File: src/common/sfwp_pkg.sv
// Constants and types shared by the serial flash write-protection block.
// Assumes a 100 MHz aclk and an AXI4-Lite master with 32-bit data.
package sfwp_pkg;

  // ----------------------------------------------------------------
  // Register map (byte addresses)
  // ----------------------------------------------------------------
  localparam logic [7:0] ADDR_CTRL = 8'h00;
  localparam logic [7:0] ADDR_STATUS = 8'h04;
  localparam logic [7:0] ADDR_LASTCMD = 8'h08;
  localparam logic [7:0] ADDR_LASTADDR = 8'h0c;
  localparam int CTRL_QUAD = 0;
  localparam int CTRL_FACT_LOCK = 1;
  localparam int ST_WEL = 0;
  localparam int ST_BP_LO = 1;
  localparam int ST_STATUS_WRITE_DISABLE_BIT = 5;
  localparam int ST_PROTECT_SELECT_CMD = 6;
  localparam int ST_SECURED = 7;
  localparam int ST_SLEEP = 8;
  localparam int ST_SEC_LO = 9;
  localparam int ST_HWPROT = 11;
  localparam logic [1:0] RESP_OKAY = 2'h0;
  localparam logic [1:0] RESP_SLVERR = 2'h2;

  // ----------------------------------------------------------------
  // Command opcodes
  // ----------------------------------------------------------------
  localparam logic [7:0] CMD_WRITE_ENABLE = 8'h06;
  localparam logic [7:0] CMD_WRITE_DISABLE = 8'h04;
  localparam logic [7:0] CMD_STATUS_WRITE = 8'h01;
  localparam logic [7:0] CMD_PAGE_PROGRAM = 8'h02;
  localparam logic [7:0] CMD_QUAD_PAGE_PROGRAM = 8'h38;
  localparam logic [7:0] CMD_CONTINUOUS_PROGRAM = 8'had;
  localparam logic [7:0] CMD_SECTOR_WIPE = 8'h20;
  localparam logic [7:0] CMD_HALF_BLOCK_WIPE = 8'h52;
  localparam logic [7:0] CMD_LARGE_BLOCK_WIPE = 8'hd8;
  localparam logic [7:0] CMD_CHIP_WIPE = 8'h60;
  localparam logic [7:0] CMD_SINGLE_LOCK = 8'h36;
  localparam logic [7:0] CMD_SINGLE_UNLOCK = 8'h39;
  localparam logic [7:0] CMD_GANG_LOCK = 8'h7e;
  localparam logic [7:0] CMD_GANG_UNLOCK = 8'h98;
  localparam logic [7:0] CMD_SLEEP = 8'hb9;
  localparam logic [7:0] CMD_WAKE_FROM_SLEEP = 8'hab;
  localparam logic [7:0] CMD_SIGNATURE_READ = 8'h90;
  localparam logic [7:0] CMD_PROTECT_SELECT = 8'h68;
  localparam logic [7:0] CMD_ENTER_SECURED = 8'hb1;
  localparam logic [7:0] CMD_EXIT_SECURED = 8'hc1;
  localparam logic [7:0] CMD_SECURITY_WRITE = 8'h2f;

  // ----------------------------------------------------------------
  // Status byte fields, bit counts, secured area map
  // ----------------------------------------------------------------
  localparam int SW_BP_LO = 2;
  localparam int SW_STATUS_WRITE_DISABLE_BIT = 7;
  localparam logic [15:0] BITS_OP = 16'd8;
  localparam logic [15:0] BITS_ONE_DATA = 16'd16;
  localparam logic [15:0] BITS_ADDR = 16'd32;
  localparam logic [15:0] BITS_PROG = 16'd40;
  localparam int NUM_BLOCKS = 256;
  localparam logic [8:0] BLOCKS_ALL = 9'd256;
  localparam logic [23:0] SEC_SERIAL_LAST = 24'h00000f;
  localparam logic [23:0] SEC_LAST = 24'h0001ff;
  localparam int SEC_FACTORY = 0;
  localparam int SEC_CUSTOMER = 1;

  // ----------------------------------------------------------------
  // Types
  // ----------------------------------------------------------------
  typedef enum logic {ST_STANDBY, ST_SHIFT} sfwp_state_e;
  typedef enum logic [2:0] {OP_NONE, OP_PROGRAM, OP_SECTOR, OP_HALF_BLOCK, OP_BLOCK, OP_CHIP, OP_SEC_PROGRAM}
    sfwp_op_e;
  typedef struct packed {
    logic cs_n;
    logic sclk;
    logic io0;
    logic write_protect_pin_io2;
  } sfwp_pins_s;
  typedef struct packed {
    logic go;
    sfwp_op_e op;
    logic [23:0] addr;
    logic [7:0] data;
  } sfwp_mem_req_s;

endpackage

File: src/sfwp_core.sv
// Write-protection front end of a serial flash: watches the host pins, filters commands, drives memory requests.
// Assumes pins from another clock domain, an AXI4-Lite master on aclk, and a memory core that obeys mem_req.go.
//
// What this block does
// - Reset puts the command machine into standby with no command received.
// - A command not ending on a byte boundary at deselect is rejected.
// - Program, erase and status write are ignored unless the write latch is set.
// - Write latch clears at reset and when any write-type command other than protect select and security write completes.
// - In deep sleep only wake and signature read are obeyed.
// - Protect value 1 to 7 makes the top 2 to 128 blocks read-only outside individual mode.
// - Protect value 8 to 15 makes all 256 blocks read-only outside individual mode.
// - Chip erase is only accepted when the protect value is zero.
// - Hardware protection freezes protect bits and the status write-disable bit.
// - Hardware protection is off while four data lines are in use.
// - In individual mode single lock and unlock change one addressed block.
// - In individual mode gang lock and unlock change every block.
// - Security bit 0 reports the factory lock.
// - Security write command sets the customer lock bit 1.
// - A set lock and the area it guards do not change again until reset.
// - Secured mode blocks every access to the main array.
// - Secured area: serial number at 000-00F, customer region at 010-1FF.
// - Memory changes only after a complete valid command sequence.
`timescale 1ns/1ps

module sfwp_core
  import sfwp_pkg::*;
(
  // Clock and reset
  input wire logic aclk,
  input wire logic aresetn,
  // Host pins
  input wire sfwp_pins_s pins,
  // Memory core request
  output sfwp_mem_req_s mem_req,
  // AXI4-Lite write
  input wire logic [7:0] awaddr,
  input wire logic awvalid,
  output logic awready,
  input wire logic [31:0] wdata,
  input wire logic [3:0] wstrb,
  input wire logic wvalid,
  output logic wready,
  output logic [1:0] bresp,
  output logic bvalid,
  input wire logic bready,
  // AXI4-Lite read
  input wire logic [7:0] araddr,
  input wire logic arvalid,
  output logic arready,
  output logic [31:0] rdata,
  output logic [1:0] rresp,
  output logic rvalid,
  input wire logic rready
);

  // ----------------------------------------------------------------
  // State
  // ----------------------------------------------------------------
  typedef struct packed {
    sfwp_pins_s p1;
    sfwp_pins_s p2;
    sfwp_pins_s p3;
    sfwp_state_e st;
    logic sleep;
    logic secured;
    logic write_latch_flag;
    logic [3:0] block_protect_bits;
    logic status_write_disable_bit;
    logic protect_select_cmd;
    logic quad;
    logic [1:0] sec;
    logic [NUM_BLOCKS-1:0] lock;
    logic [7:0] sh;
    logic [15:0] bits;
    logic [7:0] cmd;
    logic [23:0] adr;
    logic [7:0] dat;
    sfwp_mem_req_s mem;
    logic [7:0] last_cmd;
    logic last_ok;
    logic last_rej;
    logic aw_got;
    logic w_got;
    logic [7:0] awa;
    logic [31:0] wd;
    logic [3:0] ws;
    logic awready;
    logic wready;
    logic bvalid;
    logic [1:0] bresp;
    logic arready;
    logic rvalid;
    logic [31:0] rdata;
    logic [1:0] rresp;
  } sfwp_regs_s;

  sfwp_regs_s r;
  sfwp_regs_s n;
  logic hw_prot;
  logic cs_fall;
  logic cs_rise;
  logic sclk_rise;
  logic byte_ok;

  // Block protection by group bits or by individual locks
  function automatic logic blk_prot(input logic [7:0] blk, input logic [3:0] bp, input logic ws,
                                    input logic [NUM_BLOCKS-1:0] lk);
    logic res;
    res = 1'b0;
    if (ws) begin
      res = lk[blk];
    end else if (bp[3]) begin
      res = 1'b1;
    end else if (bp != 4'h0) begin
      res = ({1'b0, blk} >= (BLOCKS_ALL - (9'd1 << bp[2:0])));
    end
    return res;
  endfunction

  // Pin edges, seen only on the second and third stages
  assign cs_fall = !r.p2.cs_n && r.p3.cs_n;
  assign cs_rise = r.p2.cs_n && !r.p3.cs_n;
  assign sclk_rise = r.p2.sclk && !r.p3.sclk;
  assign byte_ok = (r.bits[2:0] == 3'h0) && (r.bits != 16'h0);
  assign hw_prot = r.status_write_disable_bit && !r.p2.write_protect_pin_io2 && !r.quad;

  // ----------------------------------------------------------------
  // Next-state logic
  // ----------------------------------------------------------------
  always_comb begin
    logic [7:0] nsh;
    logic wr_ok;
    logic [7:0] blk;
    nsh = {r.sh[6:0], r.p2.io0};
    blk = r.adr[23:16];
    wr_ok = 1'b0;
    n = r;
    n.p1 = pins;
    n.p2 = r.p1;
    n.p3 = r.p2;
    n.mem.go = 1'b0;

    // Command shifting and decode at deselect
    case (r.st)
      ST_STANDBY: begin
        if (cs_fall) begin
          n.st = ST_SHIFT;
          n.bits = 16'h0;
          n.cmd = 8'h00;
        end
      end
      ST_SHIFT: begin
        if (cs_rise) begin
          n.st = ST_STANDBY;
          n.last_cmd = r.cmd;
          n.last_ok = 1'b0;
          n.last_rej = 1'b1;
          wr_ok = byte_ok && r.write_latch_flag;
          if (!byte_ok) begin
            n.last_rej = 1'b1;
          end else if (r.sleep) begin
            if (r.cmd == CMD_WAKE_FROM_SLEEP || r.cmd == CMD_SIGNATURE_READ) begin
              n.sleep = 1'b0;
              n.last_ok = 1'b1;
              n.last_rej = 1'b0;
            end
          end else begin
            n.last_ok = 1'b1;
            n.last_rej = 1'b0;
            if (r.cmd == CMD_WRITE_ENABLE) begin
              n.write_latch_flag = 1'b1;
            end else if (r.cmd == CMD_WRITE_DISABLE) begin
              n.write_latch_flag = 1'b0;
            end else if (r.cmd == CMD_SLEEP) begin
              n.sleep = 1'b1;
            end else if (r.cmd == CMD_ENTER_SECURED) begin
              n.secured = 1'b1;
            end else if (r.cmd == CMD_EXIT_SECURED) begin
              n.secured = 1'b0;
            end else if (r.cmd == CMD_SECURITY_WRITE) begin
              n.sec[SEC_CUSTOMER] = 1'b1;
            end else if (r.cmd == CMD_PROTECT_SELECT && wr_ok) begin
              n.protect_select_cmd = 1'b1;
            end else if (r.cmd == CMD_STATUS_WRITE && wr_ok && r.bits >= BITS_ONE_DATA) begin
              n.write_latch_flag = 1'b0;
              if (!hw_prot) begin
                n.block_protect_bits = r.dat[SW_BP_LO +: 4];
                n.status_write_disable_bit = r.dat[SW_STATUS_WRITE_DISABLE_BIT];
              end
            end else if ((r.cmd == CMD_PAGE_PROGRAM || r.cmd == CMD_QUAD_PAGE_PROGRAM
                          || r.cmd == CMD_CONTINUOUS_PROGRAM) && wr_ok && r.bits >= BITS_PROG) begin
              n.write_latch_flag = 1'b0;
              n.mem.addr = r.adr;
              n.mem.data = r.dat;
              if (r.secured) begin
                // Serial number guarded by factory lock, rest by customer lock
                if (r.adr <= SEC_SERIAL_LAST) begin
                  n.mem.go = !r.sec[SEC_FACTORY];
                end else begin
                  n.mem.go = (r.adr <= SEC_LAST) && !r.sec[SEC_CUSTOMER];
                end
                n.mem.op = OP_SEC_PROGRAM;
              end else begin
                n.mem.go = !blk_prot(blk, r.block_protect_bits, r.protect_select_cmd, r.lock);
                n.mem.op = OP_PROGRAM;
              end
            end else if ((r.cmd == CMD_SECTOR_WIPE || r.cmd == CMD_HALF_BLOCK_WIPE
                          || r.cmd == CMD_LARGE_BLOCK_WIPE) && wr_ok && r.bits >= BITS_ADDR) begin
              n.write_latch_flag = 1'b0;
              n.mem.addr = r.adr;
              n.mem.go = !r.secured && !blk_prot(blk, r.block_protect_bits, r.protect_select_cmd, r.lock);
              n.mem.op = (r.cmd == CMD_SECTOR_WIPE) ? OP_SECTOR
                       : (r.cmd == CMD_HALF_BLOCK_WIPE) ? OP_HALF_BLOCK : OP_BLOCK;
            end else if (r.cmd == CMD_CHIP_WIPE && wr_ok) begin
              n.write_latch_flag = 1'b0;
              n.mem.addr = 24'h000000;
              n.mem.op = OP_CHIP;
              n.mem.go = !r.secured && (r.block_protect_bits == 4'h0) && !(r.protect_select_cmd && (|r.lock));
            end else if ((r.cmd == CMD_SINGLE_LOCK || r.cmd == CMD_SINGLE_UNLOCK) && wr_ok
                         && r.bits >= BITS_ADDR) begin
              n.write_latch_flag = 1'b0;
              if (r.protect_select_cmd && !r.secured) begin
                n.lock[blk] = (r.cmd == CMD_SINGLE_LOCK);
              end
            end else if ((r.cmd == CMD_GANG_LOCK || r.cmd == CMD_GANG_UNLOCK) && wr_ok) begin
              n.write_latch_flag = 1'b0;
              if (r.protect_select_cmd && !r.secured) begin
                n.lock = (r.cmd == CMD_GANG_LOCK) ? '1 : '0;
              end
            end else begin
              n.last_ok = 1'b0;
              n.last_rej = 1'b1;
            end
          end
        end else if (sclk_rise) begin
          // Opcode, three address bytes, then data
          n.sh = nsh;
          n.bits = (r.bits == 16'hffff) ? r.bits : r.bits + 16'h1;
          if (n.bits == BITS_OP) begin
            n.cmd = nsh;
          end
          if (n.bits[2:0] == 3'h0 && n.bits > BITS_OP && n.bits <= BITS_ADDR) begin
            n.adr = {r.adr[15:0], nsh};
          end
          if (n.bits == BITS_ONE_DATA || n.bits == BITS_PROG) begin
            n.dat = nsh;
          end
        end
      end
      default: n.st = ST_STANDBY;
    endcase

    // AXI write channel
    if (awvalid && r.awready) begin
      n.aw_got = 1'b1;
      n.awa = awaddr;
    end
    if (wvalid && r.wready) begin
      n.w_got = 1'b1;
      n.wd = wdata;
      n.ws = wstrb;
    end
    if (r.bvalid && bready) begin
      n.bvalid = 1'b0;
    end
    if (r.aw_got && r.w_got && !r.bvalid) begin
      n.aw_got = 1'b0;
      n.w_got = 1'b0;
      n.bvalid = 1'b1;
      n.bresp = RESP_OKAY;
      if (r.awa == ADDR_CTRL) begin
        if (r.ws[0]) begin
          n.quad = r.wd[CTRL_QUAD];
          n.sec[SEC_FACTORY] = r.sec[SEC_FACTORY] | r.wd[CTRL_FACT_LOCK];
        end
      end else if (r.awa == ADDR_STATUS || r.awa == ADDR_LASTCMD || r.awa == ADDR_LASTADDR) begin
        n.bresp = RESP_OKAY;
      end else begin
        n.bresp = RESP_SLVERR;
      end
    end
    n.awready = !n.aw_got && !n.bvalid;
    n.wready = !n.w_got && !n.bvalid;

    // AXI read channel
    if (r.rvalid && rready) begin
      n.rvalid = 1'b0;
    end
    if (arvalid && r.arready) begin
      n.rvalid = 1'b1;
      n.rresp = RESP_OKAY;
      n.rdata = 32'h00000000;
      if (araddr == ADDR_CTRL) begin
        n.rdata[CTRL_QUAD] = r.quad;
        n.rdata[CTRL_FACT_LOCK] = r.sec[SEC_FACTORY];
      end else if (araddr == ADDR_STATUS) begin
        n.rdata[ST_WEL] = r.write_latch_flag;
        n.rdata[ST_BP_LO +: 4] = r.block_protect_bits;
        n.rdata[ST_STATUS_WRITE_DISABLE_BIT] = r.status_write_disable_bit;
        n.rdata[ST_PROTECT_SELECT_CMD] = r.protect_select_cmd;
        n.rdata[ST_SECURED] = r.secured;
        n.rdata[ST_SLEEP] = r.sleep;
        n.rdata[ST_SEC_LO +: 2] = r.sec;
        n.rdata[ST_HWPROT] = hw_prot;
      end else if (araddr == ADDR_LASTCMD) begin
        n.rdata[9:0] = {r.last_rej, r.last_ok, r.last_cmd};
      end else if (araddr == ADDR_LASTADDR) begin
        n.rdata[23:0] = r.adr;
      end else begin
        n.rresp = RESP_SLVERR;
      end
    end
    n.arready = !n.rvalid;
  end

  // ----------------------------------------------------------------
  // Registers
  // ----------------------------------------------------------------
  always_ff @(posedge aclk) begin
    if (!aresetn) begin
      r <= '0;
      r.p1.cs_n <= 1'b1;
      r.p2.cs_n <= 1'b1;
      r.p3.cs_n <= 1'b1;
    end else begin
      r <= n;
    end
  end

  assign mem_req = r.mem;
  assign awready = r.awready;
  assign wready = r.wready;
  assign bvalid = r.bvalid;
  assign bresp = r.bresp;
  assign arready = r.arready;
  assign rvalid = r.rvalid;
  assign rdata = r.rdata;
  assign rresp = r.rresp;

  // ----------------------------------------------------------------
  // Checks
  // ----------------------------------------------------------------
  chk_reset_standby: assert property (@(posedge aclk) !aresetn |=> r.st == ST_STANDBY && !r.write_latch_flag)
    else $error("not in standby after reset");
  chk_byte_bound: assert property (@(posedge aclk) disable iff (!aresetn)
    r.mem.go |-> $past(r.bits[2:0]) == 3'h0 && $past(cs_rise))
    else $error("request from partial byte");
  chk_latch_needed: assert property (@(posedge aclk) disable iff (!aresetn)
    r.mem.go |-> $past(r.write_latch_flag) && !r.write_latch_flag)
    else $error("write without latch or latch kept");
  chk_sleep_filter: assert property (@(posedge aclk) disable iff (!aresetn)
    r.mem.go |-> !$past(r.sleep))
    else $error("write while sleeping");
  chk_all_protect: assert property (@(posedge aclk) disable iff (!aresetn)
    r.mem.go && r.mem.op == OP_PROGRAM |-> !($past(r.block_protect_bits[3]) && !$past(r.protect_select_cmd)))
    else $error("program inside fully protected array");
  chk_top_protect: assert property (@(posedge aclk) disable iff (!aresetn)
    r.mem.go && r.mem.op != OP_SEC_PROGRAM && !$past(r.protect_select_cmd) && $past(r.block_protect_bits) == 4'h1
    |-> r.mem.addr[23:16] < 8'hfe)
    else $error("write into top two blocks");
  chk_chip_erase: assert property (@(posedge aclk) disable iff (!aresetn)
    r.mem.go && r.mem.op == OP_CHIP |-> $past(r.block_protect_bits) == 4'h0)
    else $error("chip erase with protect bits set");
  chk_hw_freeze: assert property (@(posedge aclk) disable iff (!aresetn)
    hw_prot |=> $stable(r.block_protect_bits) && r.status_write_disable_bit)
    else $error("protect bits changed under hardware protection");
  chk_lock_sticky: assert property (@(posedge aclk) disable iff (!aresetn)
    r.sec[SEC_CUSTOMER] |=> r.sec[SEC_CUSTOMER] ##1 r.sec[SEC_CUSTOMER])
    else $error("customer lock cleared");
  chk_secured_map: assert property (@(posedge aclk) disable iff (!aresetn)
    r.mem.go |-> (r.mem.op == OP_SEC_PROGRAM) == $past(r.secured)
    && (r.mem.op != OP_SEC_PROGRAM || r.mem.addr <= SEC_LAST))
    else $error("main array touched in secured mode");

endmodule // sfwp_core

File: config.mk
export PLATFORM = sky130hd
export DESIGN_NAME = sfwp_core
export DESIGN_NICKNAME = d
export VERILOG_FILES = /design/src/common/sfwp_pkg.sv /design/src/sfwp_core.sv
export SDC_FILE = /design/constraint.sdc
export NUM_CORES = 1
export LEC_CHECK = 0
export BUFFER_PORTS_ARGS = -buffer_cell sky130_fd_sc_hd__buf_2
export CORE_UTILIZATION = 55
export DETAILED_ROUTE_END_ITERATION = 7
export PLACE_DENSITY_LB_ADDON = 0.2
export SLEW_MARGIN = 20
export SYNTH_ARGS = -nofsm -noshare
export SYNTH_HDL_FRONTEND = slang
export SYNTH_SLANG_ARGS = --single-unit
File: constraint.sdc
create_clock -name aclk -period 5.9 [get_ports aclk]
set_input_delay 0.59 -clock aclk [delete_from_list [all_inputs] [get_ports aclk]]
set_output_delay 0.59 -clock aclk [all_outputs]
set_load 0.02 [all_outputs]
==> metrics.txt <==
worst setup path class reg2reg; Switching Fraction 22.45%; Max rail drop VDD 196.6 µV; vias in the first global route 21680; post-CTS setup buffers 0; # setup viols final 0; Slew Limit Headroom 12.05%; crit path max fanout 17; Period minus WS final 4155 ps; delay-heaviest family, CP simple AND/OR/NAND/NOR gates; crit start category register; clk root buf clkbuf_16; hold path cells 2; Max Slew Vio Count 0; Fin. Hold Viols 0; Worst Path Required 6390 ps; Die Y 213.0 µm; clock transition at the registers of the reported paths 60 ps; Via density 6.640; cell mode on critical path nand3_1; Seq/Total Area, Yosys 35.31%; post-synth cell types 71; first-pass GRT wire length 128600 µm; Critical path buffers and inverters 1; worst-case clock buffer depth 3; hold crit path type in2reg; clock latency on the worst-skew pair 610 ps; R2R depth 10; Wirelength per Cell 23.53 µm; critical path's slowest cell nand3_1; Syn Area/Cell 7.775 µm²; Fmax 0.2406 GHz; clock skew 40.12 ps; Syn-to-layout area delta 5.830%; count of hold-fix buffers inserted at cts 0; Port Buffers 96; DR iter-0 viols 3617; Die X 213.0 µm; gr usage total 36.84%; Internal 0.004629 W; DRT Wirelength 84870 µm; most common flop cell mapped by yosys dfxtp_1; CTS Buf Count 48; post-CTS sizing 0; synthesized cell area 24490 µm²; pre-CTS setup slack 1879 ps; Gate Count Post-Synth 3150; PwrDens 230.3 nW/µm²; H-tree levels 2; setup TNS 0 ps; CP Capture Type register; Worst EP arrival 4640 ps; # rows 76; Yosys warning total 0; Final Wtd Congestion 0.9806; die area 45380 µm²; #FFs+latches synth 432; Vias 23950; fill count 3870; placed wire-length estimate 51940 µm; asr flop ratio synth 0%; clk sinks 432; Clk pwr share 48.9%; post-route ant nets 0; # IOs 140; largest net degree at the start of global routing 257; setup ws final 1745 ps; worst-margin pin slew 1316 ps; layout cells sized above 1 9.666%; drt pass-1 iters 6; slowest stage delay, CP 1160 ps; Layout Nets 3062; GRT overflow 0; WP depth 10; initial core utilization 56.35%; core footprint 43460 µm²; Final period util 70.43%; register share of total power 49.2%; Leakage 9.943 nW; RSZ-0062 raised after global routing no; DRC violations left 0; worst path cell trace inv_1, ha_1, and3b_1, and2_1, nand3_1, nor4_4, nand3_1, o21ai_0, nand3_1, a21oi_1; initial antenna violation count 4; switching power 0.001340 W; outcome finished, final reports clean; # Max-Cap Violations 0; TritonCTS clock tree yes; Post-synth EDFFs 0; Combinational Power Share 2.0%
-- layout by cell type (no fill, tap or decap), types with 5 or more instances in the layout --
cell type  count
buf_4         36
nand2b_1      14
nand2_1      405
and4_1         7
nand3_1      102
clkinv_2      12
nand4_1       35
nor3_1        15
nor2b_1       24
buf_2         96
mux4_2        49
ha_1          10
clkbuf_16     49
conb_1        11
nor4_1        76
and2_1        16
and3_1        13
dfxtp_1      428
o21ai_0      463
a22oi_1       35
a21oi_1      191
a311oi_1       5
mux2i_1      324
a31oi_1        5
a21o_1         6
inv_1          6
o211ai_1       6
nand4b_1       7
nor2_1       445
a211oi_1       9
a221oi_1       7
clkbuf_1       9
clkbuf_8       6
-- cells in the mapped netlist (5+ instances only) --
cell / instances / area (µm²)
and4_1: 7 / 61.31
a311oi_1: 5 / 43.79
mux2i_1: 324 / 3243
nand4b_1: 7 / 61.31
a31oi_1: 5 / 31.28
o21ai_0: 463 / 2317
a22oi_1: 35 / 262.8
nor3_1: 16 / 80.08
buf_4: 76 / 570.6
nand4_1: 35 / 219.0
and2_1: 16 / 100.1
o211ai_1: 6 / 45.04
nor2_1: 445 / 1670
a21oi_1: 191 / 955.9
inv_1: 7 / 26.28
and3_1: 14 / 87.58
clkbuf_1: 213 / 799.5
nand3_1: 104 / 520.5
mux4_2: 49 / 1104
ha_1: 10 / 125.1
a211oi_1: 9 / 67.56
a21o_1: 6 / 45.04
nor4_1: 76 / 475.5
buf_1: 6 / 22.52
buf_2: 58 / 290.3
nand2_1: 407 / 1528
nor3b_1: 5 / 37.54
dfxtp_1: 432 / 8648
nor2b_1: 25 / 156.4
a221oi_1: 7 / 61.31
nand2b_1: 14 / 87.58
-- flip-flops by register name, summed over array words and instances, names as in the netlist, 8 cells and up --
name / cells
n: 8
mem_req: 36
rdata: 24
r: 357
-- path summary, 6_finish.rpt --
kind	end	slack, ps	startpoint
max	r[439]$_SDFFE_PN0P_	1740	r[173]$_SDFFE_PN0P_
min	n[473]$_SDFF_PN1_	210	pins[3]
max reg2reg	r[439]$_SDFFE_PN0P_	1740	r[173]$_SDFFE_PN0P_
min reg2reg	n[469]$_SDFF_PN1_	420	n[473]$_SDFF_PN1_
-- cells by family after synthesis --
family / count (synthesis) / share of synthesized area, %
compound gates: 763 / 16.99
buf+inv: 364 / 7.163
other cells: 1 / 0.01531
fa+ha+maj: 10 / 0.5109
xor+xnor: 8 / 0.2861
flops: 432 / 35.31
mux: 374 / 17.79
simple gates: 1198 / 21.93
-- metrics by stage --
| step | utilization, % | instances | cell area [µm²] | power, W | hold slack (ps) |
|---|---|---|---|---|---|
| final | 59.64 | 3607 | 25920 | 0.005969 | 207.4 |
| after global routing | 59.63 | 3606 | 25910 | 0.006111 | 213.2 |
| after CTS | 59.58 | 3605 | 25890 | 0.005989 | 201.8 |
| after detailed placement | 56.14 | 3523 | 24390 | 0.003115 | 412.4 |
| after global placement | 56.12 | 3523 | 24390 | 0.003113 | 412.5 |
| after floorplan | - | 3160 | 24530 | 0.003086 | 386.3 |
-- layout make-up --
cell class | count | area [µm²] | area share [%]
well taps | 585 | 732.0 | 2.824
clock inverters | 18 | 152.6 | 0.5890
multi-input cells | 2364 | 14170 | 54.69
flip-flops and latches | 432 | 8658 | 33.41
clock buffers | 64 | 1343 | 5.180
repair buffers | 136 | 822.0 | 3.172
diodes | 1 | 2.502 | 0.009655
inverters | 7 | 33.78 | 0.1303
-- power groups by stage --
stage	registers [W]	logic (W)	clock network (W)
after floorplan	0.00300	0.0000851	0
after global placement	0.00300	0.000114	0
after detailed placement	0.00300	0.000116	0
after CTS	0.00294	0.000116	0.00294
after global routing	0.00294	0.000128	0.00305
final	0.00294	0.000117	0.00292
-- metal layers --
metal / part of all wire (%) / GRT usage [%]
met1: 41 / 50.96
met3: 13 / 9.119
met5: 0.057 / 0
met4: 4.7 / 17.07
met2: 42 / 53.68
-- worst reg2reg max path, delay by kind of cell (launching register included) --
kind / cells / cell delay, ps
compound gates: 2 / 650
fa+ha+maj: 1 / 200
buf+inv: 1 / 90
flops: 1 / 390
simple gates: 6 / 2730
No activity file was read; power rests on OpenSTA's default activity.
